**config.mk**
```make
export PLATFORM = sky130hd
export DESIGN_NAME = mode_config_bank
export DESIGN_NICKNAME = d
export VERILOG_FILES = /design/src/design/mode_config_pkg.sv /design/src/design/mode_config_bank.sv
export VERILOG_INCLUDE_DIRS = /design/src /design/src/design
export SDC_FILE = /design/constraint.sdc
export NUM_CORES = 1
export LEC_CHECK = 0
export BUFFER_PORTS_ARGS = -buffer_cell sky130_fd_sc_hd__buf_2
export CAP_MARGIN = 0
export CELL_PAD_IN_SITES_DETAIL_PLACEMENT = 1
export CELL_PAD_IN_SITES_GLOBAL_PLACEMENT = 2
export CORE_MARGIN = 1.5
export CORE_UTILIZATION = 28
export DETAILED_ROUTE_END_ITERATION = 12
export GPL_ROUTABILITY_DRIVEN = 0
export HOLD_SLACK_MARGIN = 0.08
export PLACE_DENSITY_LB_ADDON = 0.1
export RECOVER_POWER = 50
export SYNTH_ARGS = -nofsm -noshare
export SYNTH_HDL_FRONTEND = slang
export SYNTH_SLANG_ARGS = --single-unit
```
**constraint.sdc**
```tcl
create_clock -name aclk -period 2 [get_ports aclk]
set_clock_uncertainty 0.1 [all_clocks]
set_input_delay 0.1 -clock aclk [delete_from_list [all_inputs] [get_ports aclk]]
set_output_delay 0.1 -clock aclk [all_outputs]
set_load 0.02 [all_outputs]
```
**src/design/mode_config_map.svh**
```systemverilog
// register offsets, field positions, reset values and timing counts for the mode configuration bank
`ifndef MODE_CONFIG_MAP_SVH
`define MODE_CONFIG_MAP_SVH

// printed offsets (0xf1, 0xf5) are not multiples of four, so each is kept as a register index
`define IDX_FUNC_F0 8'hf0
`define IDX_FUNC_F1 8'hf1
`define IDX_FUNC_F2 8'hf2
`define IDX_FLOPPY_A 8'hf4
`define IDX_FLOPPY_B 8'hf5
// function windows: byte address = (window base) + 4 * index
`define WIN_FLOPPY 12'h000
`define WIN_PARALLEL 12'h400
`define WIN_UART_ONE 12'h800
`define WIN_UART_TWO 12'hc00
// side-band control and status word, outside every function window
`define ADDR_SIDEBAND 16'h1000
`define SB_TO_ACK_BIT 0
`define SB_TO_STATUS_BIT 1
`define SB_STATUS_READ_BIT 2

`define RST_PARALLEL_MODE 8'h3c
`define RST_PARALLEL_EXTRA 8'h00
`define RST_UART_ONE 8'h00
`define RST_UART_TWO 8'h00
`define RST_IR_OPTIONS 8'h02
`define RST_IR_BLANK 8'h03
`define RST_FLOPPY 8'h00

`define MASK_FLOPPY 8'h5b
`define MASK_PARALLEL_EXTRA 8'h10
`define MASK_UART_ONE 8'h83
`define MASK_UART_TWO 8'h23
`define MASK_IR_OPTIONS 8'h7f

`define BIT_PRECOMP_DISABLE 6
`define BIT_PP_IRQ_TYPE 7
`define BIT_TIMEOUT_SELECT 4
`define BIT_MIDI 0
`define BIT_HIGH_SPEED 1
`define BIT_SHARE_IRQ 7
`define BIT_TX_TWO_TRISTATE 5
`define BIT_RX_POL 0
`define BIT_TX_POL 1
`define BIT_HALF_DUPLEX 2
`define BIT_IR_LOCATION 6

`define CLK_PERIOD_NS 100
`define BLANK_STEP_US 100
`define BLANK_STEP_CYCLES ((`BLANK_STEP_US * 1000) / `CLK_PERIOD_NS)
`define PULSE_LEN_NS 200
`define PULSE_LEN_CYCLES (((`PULSE_LEN_NS + `CLK_PERIOD_NS - 1) / `CLK_PERIOD_NS))

`endif

```
**src/design/mode_config_pkg.sv**
```systemverilog
// types of the mode configuration bank
package mode_config_pkg;

    typedef enum logic [2:0] {
        pp_spp = 3'b000,
        pp_epp19 = 3'b001,
        pp_ecp = 3'b010,
        pp_ecp_epp19 = 3'b011,
        pp_printer = 3'b100,
        pp_epp17 = 3'b101,
        pp_res6 = 3'b110,
        pp_ecp_epp17 = 3'b111
    } pp_mode_type;

    typedef enum logic [2:0] {
        ir_standard = 3'b000,
        ir_irda = 3'b001,
        ir_ask = 3'b010,
        ir_res3 = 3'b011,
        ir_res4 = 3'b100,
        ir_res5 = 3'b101,
        ir_res6 = 3'b110,
        ir_res7 = 3'b111
    } ir_mode_type;

    // bus state per channel: idle -> write or read respond -> idle
    typedef enum logic [1:0] {
        bus_idle = 2'b00,
        bus_wr_resp = 2'b01,
        bus_rd_resp = 2'b11
    } bus_state_type;

    typedef struct packed {
        bus_state_type wst;
        bus_state_type rst;
        logic aw_got;
        logic w_got;
        logic [15:0] awaddr;
        logic [31:0] wdata;
        logic [3:0] wstrb;
        logic awready;
        logic wready;
        logic bvalid;
        logic [1:0] bresp;
        logic arready;
        logic rvalid;
        logic [1:0] rresp;
        logic [31:0] rdata;
        logic [7:0] parallel_mode;
        logic [7:0] parallel_extra;
        logic [7:0] uart_one_mode;
        logic [7:0] uart_two_mode;
        logic [7:0] ir_options;
        logic [7:0] ir_blank;
        logic [7:0] floppy_a;
        logic [7:0] floppy_b;
        logic epp_timeout;
        logic status_read_pend;
        logic [2:0] pulse_cnt;
        logic pp_irq;
        logic pp_irq_oe;
        logic ack_n_prev;
        logic uart_one_irq;
        logic uart_two_irq;
        logic tx_pin;
        logic tx_pin_oe;
        logic alt_tx_pin;
        logic ir_rx;
        logic ir_rx_blank;
        logic [9:0] step_cnt;
        logic [7:0] blank_cnt;
        logic [7:0] ctl_out;
    } state_type;

endpackage : mode_config_pkg

```
**src/design/mode_config_bank.sv**
```systemverilog
// per-function mode configuration register bank with AXI4-Lite access
// Behaviour
// - floppy registers: drive type in bits 1:0, rate table in bits 4:3
// - floppy bit 6 set disables write precompensation, clear enables it
// - second floppy register matches first; bits 2, 5, 7 read zero
// - parallel mode field encodes printer, spp, epp and ecp variants, printer default
// - parallel mode bits 6:3 hold ecp fifo threshold, default 0111
// - interrupt type zero: parallel interrupt follows acknowledge in epp-style modes
// - interrupt type one: interrupt pulses low then releases to high impedance
// - ecp modes use level interrupt; type bit ignored in printer and spp
// - timeout flag clears on write one, or after status read when selected
// - uart mode bit 0 enables midi, default off
// - uart mode bit 1 enables high speed, default off
// - uart one bit 7 makes both uarts share one interrupt
// - sharing with both assigned asserts both interrupts on either event
// - uart two bit 5: transmit pin idles driven high, or high impedance
// - transmit idle bit resets only on standby power-on reset
// - infrared bit 0 selects receive polarity, active high default
// - infrared bit 1 selects transmit polarity, active low default
// - infrared bit 2 selects full duplex or half duplex
// - infrared mode field: standard, irda, amplitude keyed; others reserved
// - infrared bit 6 routes over uart two pins or alternate pins
// - half duplex blank time counts 100 us steps after transmit
//
// The AXI4-Lite register port was left to the implementer.
`timescale 1ns/100ps
`default_nettype none
`include "mode_config_map.svh"

module mode_config_bank
    import mode_config_pkg::*;
(
    input wire logic aclk,
    input wire logic aresetn,
    input wire logic standby_resetn,
    input wire logic [15:0] s_axi_awaddr,
    input wire logic s_axi_awvalid,
    output logic s_axi_awready,
    input wire logic [31:0] s_axi_wdata,
    input wire logic [3:0] s_axi_wstrb,
    input wire logic s_axi_wvalid,
    output logic s_axi_wready,
    output logic [1:0] s_axi_bresp,
    output logic s_axi_bvalid,
    input wire logic s_axi_bready,
    input wire logic [15:0] s_axi_araddr,
    input wire logic s_axi_arvalid,
    output logic s_axi_arready,
    output logic [31:0] s_axi_rdata,
    output logic [1:0] s_axi_rresp,
    output logic s_axi_rvalid,
    input wire logic s_axi_rready,
    input wire logic printer_acknowledge_n,
    input wire logic pp_event,
    input wire logic epp_timeout_set,
    input wire logic uart_one_event,
    input wire logic uart_two_event,
    input wire logic uart_one_irq_assigned,
    input wire logic uart_two_irq_assigned,
    input wire logic uart_two_tx_data,
    input wire logic ir_tx_data,
    input wire logic ir_tx_active,
    input wire logic uart_two_rx_pin,
    input wire logic alt_infrared_rx_pin,
    output logic pp_irq_out,
    output logic pp_irq_oe,
    output logic uart_one_irq,
    output logic uart_two_irq,
    output logic uart_two_tx_pin,
    output logic uart_two_tx_oe,
    output logic alt_infrared_tx_pin,
    output logic ir_rx_data,
    output logic ir_rx_blanked,
    output logic epp_timeout_flag,
    output logic [7:0] mode_controls
);

    state_type q;
    state_type d;
    logic tx_idle_tristate_q;
    logic tx_idle_tristate_d;

    // map a byte address to a register slot; 4'hf means unmapped
    function automatic logic [3:0] decode(input logic [15:0] addr);
        logic [7:0] idx;
        logic [11:0] win;
        idx = addr[9:2];
        win = {addr[11:10], 10'h000};
        decode = 4'hf;
        if (addr == `ADDR_SIDEBAND) begin
            decode = 4'h8;
        end else if (addr[15:12] == 4'h0 && addr[1:0] == 2'b00) begin
            if (win == `WIN_FLOPPY && idx == `IDX_FLOPPY_A) decode = 4'h6;
            if (win == `WIN_FLOPPY && idx == `IDX_FLOPPY_B) decode = 4'h7;
            if (win == `WIN_PARALLEL && idx == `IDX_FUNC_F0) decode = 4'h0;
            if (win == `WIN_PARALLEL && idx == `IDX_FUNC_F1) decode = 4'h1;
            if (win == `WIN_UART_ONE && idx == `IDX_FUNC_F0) decode = 4'h2;
            if (win == `WIN_UART_TWO && idx == `IDX_FUNC_F0) decode = 4'h3;
            if (win == `WIN_UART_TWO && idx == `IDX_FUNC_F1) decode = 4'h4;
            if (win == `WIN_UART_TWO && idx == `IDX_FUNC_F2) decode = 4'h5;
        end
    endfunction : decode

    function automatic logic [31:0] read_word(input logic [3:0] slot, input state_type s, input logic txm);
        read_word = 32'h0000_0000;
        unique case (slot)
            4'h0: read_word = {24'h000000, s.parallel_mode};
            4'h1: read_word = {24'h000000, s.parallel_extra & `MASK_PARALLEL_EXTRA};
            4'h2: read_word = {24'h000000, s.uart_one_mode & `MASK_UART_ONE};
            4'h3: read_word = {24'h000000, (s.uart_two_mode & `MASK_UART_TWO) | {2'b00, txm, 5'h00}};
            4'h4: read_word = {24'h000000, s.ir_options & `MASK_IR_OPTIONS};
            4'h5: read_word = {24'h000000, s.ir_blank};
            4'h6: read_word = {24'h000000, s.floppy_a & `MASK_FLOPPY};
            4'h7: read_word = {24'h000000, s.floppy_b & `MASK_FLOPPY};
            4'h8: read_word = {29'h0, s.status_read_pend, s.epp_timeout, 1'b0};
            default: read_word = 32'h0000_0000;
        endcase
    endfunction : read_word

    logic wr_fire;
    logic [3:0] wr_slot;
    logic [7:0] wbyte;
    logic [3:0] rd_slot;
    pp_mode_type pp_mode;
    logic ecp_family;
    logic plain_mode;
    logic pp_pulse_start;
    logic share;
    logic ir_active_low_rx;
    logic rx_raw;
    logic ack_edge;
    logic status_read_done;

    always_comb begin
        d = q;
        tx_idle_tristate_d = tx_idle_tristate_q;
        wr_fire = 1'b0;
        wbyte = q.wdata[7:0];
        wr_slot = decode(q.awaddr);
        rd_slot = decode(s_axi_araddr);
        status_read_done = 1'b0;

        // write channel: address and data accepted independently, response after both
        d.awready = 1'b0;
        d.wready = 1'b0;
        if (q.wst == bus_idle) begin
            if (!q.aw_got && s_axi_awvalid && !q.awready) begin
                d.awready = 1'b1;
                d.awaddr = s_axi_awaddr;
                d.aw_got = 1'b1;
            end
            if (!q.w_got && s_axi_wvalid && !q.wready) begin
                d.wready = 1'b1;
                d.wdata = s_axi_wdata;
                d.wstrb = s_axi_wstrb;
                d.w_got = 1'b1;
            end
            if (q.aw_got && q.w_got) begin
                wr_fire = 1'b1;
                d.wst = bus_wr_resp;
                d.bvalid = 1'b1;
                d.bresp = (wr_slot == 4'hf) ? 2'b10 : 2'b00;
                d.aw_got = 1'b0;
                d.w_got = 1'b0;
            end
        end else if (q.bvalid && s_axi_bready) begin
            d.bvalid = 1'b0;
            d.wst = bus_idle;
        end

        // register writes honour byte lane 0 only; bits above it read as zero
        if (wr_fire && q.wstrb[0]) begin
            unique case (wr_slot)
                4'h0: d.parallel_mode = wbyte;
                4'h1: d.parallel_extra = wbyte & `MASK_PARALLEL_EXTRA;
                4'h2: d.uart_one_mode = wbyte & `MASK_UART_ONE;
                4'h3: begin
                    d.uart_two_mode = wbyte & `MASK_UART_TWO;
                    tx_idle_tristate_d = wbyte[`BIT_TX_TWO_TRISTATE];
                end
                4'h4: d.ir_options = wbyte & `MASK_IR_OPTIONS;
                4'h5: d.ir_blank = wbyte;
                4'h6: d.floppy_a = wbyte & `MASK_FLOPPY;
                4'h7: d.floppy_b = wbyte & `MASK_FLOPPY;
                default: d.ctl_out = q.ctl_out;
            endcase
        end

        // read channel
        d.arready = 1'b0;
        if (q.rst == bus_idle) begin
            if (s_axi_arvalid && !q.arready) begin
                d.arready = 1'b1;
                d.rvalid = 1'b1;
                d.rdata = read_word(rd_slot, q, tx_idle_tristate_q);
                d.rresp = (rd_slot == 4'hf) ? 2'b10 : 2'b00;
                d.rst = bus_rd_resp;
                d.status_read_pend = (rd_slot == 4'h8);
            end
        end else if (q.rvalid && s_axi_rready) begin
            d.rvalid = 1'b0;
            d.rst = bus_idle;
            // trailing edge of the status read
            status_read_done = q.status_read_pend;
            d.status_read_pend = 1'b0;
        end

        // epp timeout flag: set beats clear
        if (q.parallel_extra[`BIT_TIMEOUT_SELECT]) begin
            if (status_read_done) d.epp_timeout = 1'b0;
        end else if (wr_fire && q.wstrb[0] && wr_slot == 4'h8 && wbyte[`SB_TO_ACK_BIT]) begin
            d.epp_timeout = 1'b0;
        end
        if (epp_timeout_set) d.epp_timeout = 1'b1;

        // parallel interrupt
        pp_mode = pp_mode_type'(q.parallel_mode[2:0]);
        ecp_family = (pp_mode == pp_ecp) || (pp_mode == pp_ecp_epp19) || (pp_mode == pp_ecp_epp17);
        plain_mode = (pp_mode == pp_printer) || (pp_mode == pp_spp);
        d.ack_n_prev = printer_acknowledge_n;
        ack_edge = q.ack_n_prev && !printer_acknowledge_n;
        pp_pulse_start = 1'b0;
        if (q.pulse_cnt != 3'd0) begin
            d.pulse_cnt = q.pulse_cnt - 3'd1;
        end
        if (ecp_family && !pp_event) begin
            d.pp_irq = 1'b0;
            d.pp_irq_oe = 1'b1;
        end else if (ecp_family) begin
            d.pp_irq = 1'b1;
            d.pp_irq_oe = 1'b1;
        end else if (plain_mode || !q.parallel_mode[`BIT_PP_IRQ_TYPE]) begin
            d.pp_irq = !printer_acknowledge_n;
            d.pp_irq_oe = 1'b1;
        end else begin
            pp_pulse_start = ack_edge;
            if (pp_pulse_start) d.pulse_cnt = 3'(`PULSE_LEN_CYCLES);
            d.pp_irq = 1'b0;
            d.pp_irq_oe = pp_pulse_start || (q.pulse_cnt > 3'd1);
        end

        // uart interrupts
        share = q.uart_one_mode[`BIT_SHARE_IRQ];
        if (share) begin
            d.uart_one_irq = (uart_one_event || uart_two_event) && uart_one_irq_assigned;
            d.uart_two_irq = (uart_one_event || uart_two_event) && uart_two_irq_assigned;
        end else begin
            d.uart_one_irq = uart_one_event;
            d.uart_two_irq = uart_two_event;
        end

        // infrared routing and polarity
        ir_active_low_rx = q.ir_options[`BIT_RX_POL];
        if (ir_mode_type'(q.ir_options[5:3]) == ir_standard) begin
            d.tx_pin = uart_two_tx_data;
            d.tx_pin_oe = !(tx_idle_tristate_q && uart_two_tx_data);
            d.alt_tx_pin = 1'b0;
            rx_raw = uart_two_rx_pin;
        end else begin
            rx_raw = q.ir_options[`BIT_IR_LOCATION] ? alt_infrared_rx_pin : uart_two_rx_pin;
            d.tx_pin = q.ir_options[`BIT_IR_LOCATION] ? uart_two_tx_data : (ir_tx_data ^ q.ir_options[`BIT_TX_POL]);
            d.tx_pin_oe = 1'b1;
            d.alt_tx_pin = q.ir_options[`BIT_IR_LOCATION] ? (ir_tx_data ^ q.ir_options[`BIT_TX_POL]) : 1'b0;
        end
        d.ir_rx = rx_raw ^ ir_active_low_rx;

        // half duplex blanking
        if (ir_tx_active) begin
            d.blank_cnt = q.ir_blank;
            d.step_cnt = 10'(`BLANK_STEP_CYCLES - 1);
        end else if (q.blank_cnt != 8'h00) begin
            if (q.step_cnt == 10'd0) begin
                d.step_cnt = 10'(`BLANK_STEP_CYCLES - 1);
                d.blank_cnt = q.blank_cnt - 8'h01;
            end else begin
                d.step_cnt = q.step_cnt - 10'd1;
            end
        end
        d.ir_rx_blank = q.ir_options[`BIT_HALF_DUPLEX] && (ir_tx_active || d.blank_cnt != 8'h00);

        d.ctl_out = {q.floppy_a[`BIT_PRECOMP_DISABLE], q.floppy_b[`BIT_PRECOMP_DISABLE],
                     q.uart_one_mode[`BIT_MIDI], q.uart_one_mode[`BIT_HIGH_SPEED],
                     q.uart_two_mode[`BIT_MIDI], q.uart_two_mode[`BIT_HIGH_SPEED],
                     q.ir_options[`BIT_HALF_DUPLEX], q.parallel_extra[`BIT_TIMEOUT_SELECT]};
    end

    always_ff @(posedge aclk) begin
        if (!aresetn) begin
            q <= '0;
            q.parallel_mode <= `RST_PARALLEL_MODE;
            q.parallel_extra <= `RST_PARALLEL_EXTRA;
            q.uart_one_mode <= `RST_UART_ONE;
            q.uart_two_mode <= `RST_UART_TWO;
            q.ir_options <= `RST_IR_OPTIONS;
            q.ir_blank <= `RST_IR_BLANK;
            q.floppy_a <= `RST_FLOPPY;
            q.floppy_b <= `RST_FLOPPY;
            q.ack_n_prev <= 1'b1;
            q.pp_irq_oe <= 1'b1;
        end else begin
            q <= d;
        end
    end

    // standby-powered bit survives main reset
    always_ff @(posedge aclk) begin
        if (!standby_resetn) begin
            tx_idle_tristate_q <= 1'b0;
        end else begin
            tx_idle_tristate_q <= tx_idle_tristate_d;
        end
    end

    assign s_axi_awready = q.awready;
    assign s_axi_wready = q.wready;
    assign s_axi_bvalid = q.bvalid;
    assign s_axi_bresp = q.bresp;
    assign s_axi_arready = q.arready;
    assign s_axi_rvalid = q.rvalid;
    assign s_axi_rresp = q.rresp;
    assign s_axi_rdata = q.rdata;
    assign pp_irq_out = q.pp_irq;
    assign pp_irq_oe = q.pp_irq_oe;
    assign uart_one_irq = q.uart_one_irq;
    assign uart_two_irq = q.uart_two_irq;
    assign uart_two_tx_pin = q.tx_pin;
    assign uart_two_tx_oe = q.tx_pin_oe;
    assign alt_infrared_tx_pin = q.alt_tx_pin;
    assign ir_rx_data = q.ir_rx;
    assign ir_rx_blanked = q.ir_rx_blank;
    assign epp_timeout_flag = q.epp_timeout;
    assign mode_controls = q.ctl_out;

endmodule : mode_config_bank
`default_nettype wire

```
==> impl_metrics.tcl <==
set metrics [dict create \
    leakage_nw 3.55 \
    p_sw_share_pct 28.8 \
    min_path_type "in2reg" \
    avgRoutedWirePerCell_um 17.0 \
    area_growth_pct 43.5 \
    synth_edf_count 0 \
    outcome "complete, but fails checks" \
    fillers 2616 \
    critPathArrivalTime_ns 2.37 \
    hold_ws_ns 0.167 \
    viasPerCell 4.87 \
    internal_power_w 0.00503 \
    power_w 0.00707 \
    clkLatencyLatePin_ns 0.43 \
    root_buffer "clkbuf_16" \
    criticalPathCategory "reg2reg" \
    antenna_found_initial 0 \
    clk_pin_slew_ns 0.06 \
    slowest_stage "or4b_4" \
    p_comb_share_pct 16.2 \
    cts_num_sinks 126 \
    synth_top_area_share_pct 40.3 \
    grt_start_max_net_pins 62 \
    dpl.hpwl_um 15400 \
    clock_path_buffers 2 \
    ctsHtreeMaxLevel 4 \
    dr.pass1.iters 4 \
    worst-path-max-fanout 2 \
    cp-end-kind "flop" \
    ys_seq_area_share_pct 40.3 \
    io_pins 147 \
    critPathLaunchType "flop" \
    grt_overflow 0 \
    synthesis.area_um2 6260 \
    maxCapViolCount 0 \
    max_slew_margin_pct 52.1 \
    layout.nets 1054 \
    final_util_pct 41.0 \
    hold_violations 0 \
    yosys_register_bits 126 \
    max_freq_mhz 460 \
    yosysUniqueCellTypes 76 \
    synth_area_leaders "dfxtp_1 40%, nand2_1 7.4%, mux2i_1 5.4%, buf_4 5.3%, a21oi_1 5.2%" \
    synthArstFlopShare_pct 0 \
    yosysWarnings 0 \
    power.switching_w 0.00203 \
    required_ns 2.20 \
    die_area_um2 23300 \
    drt-initial-drc-count 246 \
    grt_pass1_vias 6266 \
    fp.dieH_um 153 \
    die_w_um 153 \
    dr_total_vias 6102 \
    worstPathCellList "inv_2 -> ha_4 -> or4b_4 -> nor3_4 -> buf_6 -> nand3_4 -> nor3_4 -> mux2i_2 -> a41oi_1" \
    top_layer_used "met4" \
    power.share.sequential_pct 38.9 \
    syn_inst 755 \
    violations "negative setup slack" \
    setup_ws_ns -0.173 \
    finalCriticalPeriod_ns 2.17 \
    irDropWorstVdd_v 0.000531 \
    coreArea_um2 21900 \
    synth_area_per_cell_um2 8.29 \
    place_area_um2 7400 \
    drc 0 \
    clkPwrFrac_pct 44.9 \
    reg2regPathDepth 9 \
    num_rows 54 \
    fin_crit_sh_pct 109 \
    wirelength_met1_um 10100 \
    finalMaxSlewViolations 0 \
    grt_use_total_pct 18.1 \
    drive_gt1_share_pct 29.8 \
    port-buffer-count 93 \
    cts_tree "done" \
    diodes 0 \
    cpMostUsedCell "nor3_4" \
    cpPeakStageDelay_ns 0.48 \
    hold_depth 3 \
    cellPowerDensity_nw_per_um2 787 \
    cts_made_buffers 17 \
    setup-violations-final 33 \
    synth_flop_cell "dfxtp_1" \
    wirelength_um 21300 \
    tightest_slew_ns 0.718 \
    yosys.area.top_type "dfxtp_1" \
    grt_pass1_wl_um 33700 \
    rsz0062_at_grt "true" \
    ant_nets 0 \
    wl_met2_um 10200 \
    wl_met3_um 779 \
    start_util_pct 28.6 \
    final_cell_area_um2 8980 \
]
==> registers in the layout, summed over array words and instances (netlist names), 3 cells and up <==
signal,flops
q,80
s_axi_rdata,8
pp_mode,3
d,8
mode_controls,8
==> cells by family (layout without fill, tap and decap cells) <==
kind of cell,Yosys count,in the layout,synth area share (%)
mux,34,34,5.44
fa+ha+maj,6,6,1.16
flops,126,126,40.3
other cells,1,26,0.0599
simple gates,302,302,24.2
xor+xnor,16,16,2.24
buf+inv,109,303,9.80
compound gates,161,161,16.8
==> placed cells by master (no fill, tap or decap), drive strengths merged, types with 4 or more instances in the layout <==
cell and n:
nand4b 5, a22o 9, buf 164, a211oi 8, o311ai 7, nor4 11, a21oi 65, nor3 29
nand3 15, and2 5, o211ai 7, nand4 6, clkinv 4, o211a 4, xor2 6, mux2i 34
nand2b 11, xnor2 10, and3 4, o21ai 24, ha 5, clkbuf 53, dfxtp 126, nor2b 6
dlygate4sd3 45, inv 31, nand2 123, or3 4, nor2 60, conb 26, clkinvlp 4, a221oi 4
==> timing repair <==
action	in CTS	in global routing
pin swaps	25	32
buffers inserted	7	13
endpoints found under the hold margin	62	0
resized for setup	61	53
cloned	1	0
setup endpoints to repair	56	58
hold buffers	45	0
==> power groups by stage <==
stage | Combinational (W) | Sequential [W] | Clock, W
after floorplan | 0.000637 | 0.00279 | 0
after global placement | 0.000958 | 0.00279 | 0
after detailed placement | 0.000993 | 0.00279 | 0
after CTS | 0.00111 | 0.00274 | 0.00323
after global routing | 0.00126 | 0.00276 | 0.00336
final | 0.00115 | 0.00275 | 0.00317
==> worst max-delay path, delay by kind of cell (launching register included) <==
family,cells,cell delay [ns]
multiplexers,1,0.28
flip-flops,1,0.33
adder cells (fa/ha/maj),1,0.13
AO/OA/AOI/OAI,1,0.13
buffers and inverters,2,0.20
AND/OR/NAND/NOR,4,0.88
==> Yosys cell counts (all sizes together) (5+ instances only) <==
library cell	instances
a211oi	8
xnor2	10
nor2	60
xor2	6
nand4b	5
a21oi	65
nor2b	6
a22o	9
ha	5
o21ai	24
mux2i	34
nand2b	11
and2	5
o311ai	7
nand4	6
o211ai	7
dfxtp	126
inv	27
nor4	11
clkbuf	32
buf	50
nor3	29
nand2	123
nand3	15
==> layer usage <==
metal / up-vias / track usage [%]
li1: 3003 / -
met1: 2955 / 24.1
met2: 126 / 30.1
met3: 18 / 3.75
met4: 0 / 4.35
met5: - / 0
==> metrics by stage <==
| step | worst slack [ns] | setup TNS [ns] | cells |
|---|---|---|---|
| detailed placement | -0.236 | -7.41 | 1158 |
| finish | -0.173 | -1.62 | 1254 |
| global placement | -0.162 | -3.59 | 1158 |
| CTS | -0.175 | -1.55 | 1241 |
| floorplan | -0.130 | -0.574 | 780 |
| global route | -0.256 | -6.76 | 1254 |
==> layout make-up <==
type	count	area, um2	area share (%)
inverters	27	101	1.13
clock buffers	18	439	4.89
flip-flops and latches	126	2540	28.3
well taps	280	350	3.90
repair buffers	244	1790	19.9
multi-input cells	545	3600	40.1
clock inverters	14	156	1.74
==> worst paths after layout <==
| kind | start | endpoint | slack, ns |
|---|---|---|---|
| worst min register to register | q[78] | q[78] | 0.37 |
| worst max-delay path | q[17] | ir_rx_blanked | -0.17 |
| worst min-delay path | s_axi_wvalid | s_axi_wready | 0.17 |
| worst max register to register | q[17] | ir_rx_blanked | -0.17 |
No activity file was read; power rests on OpenSTA's default activity.
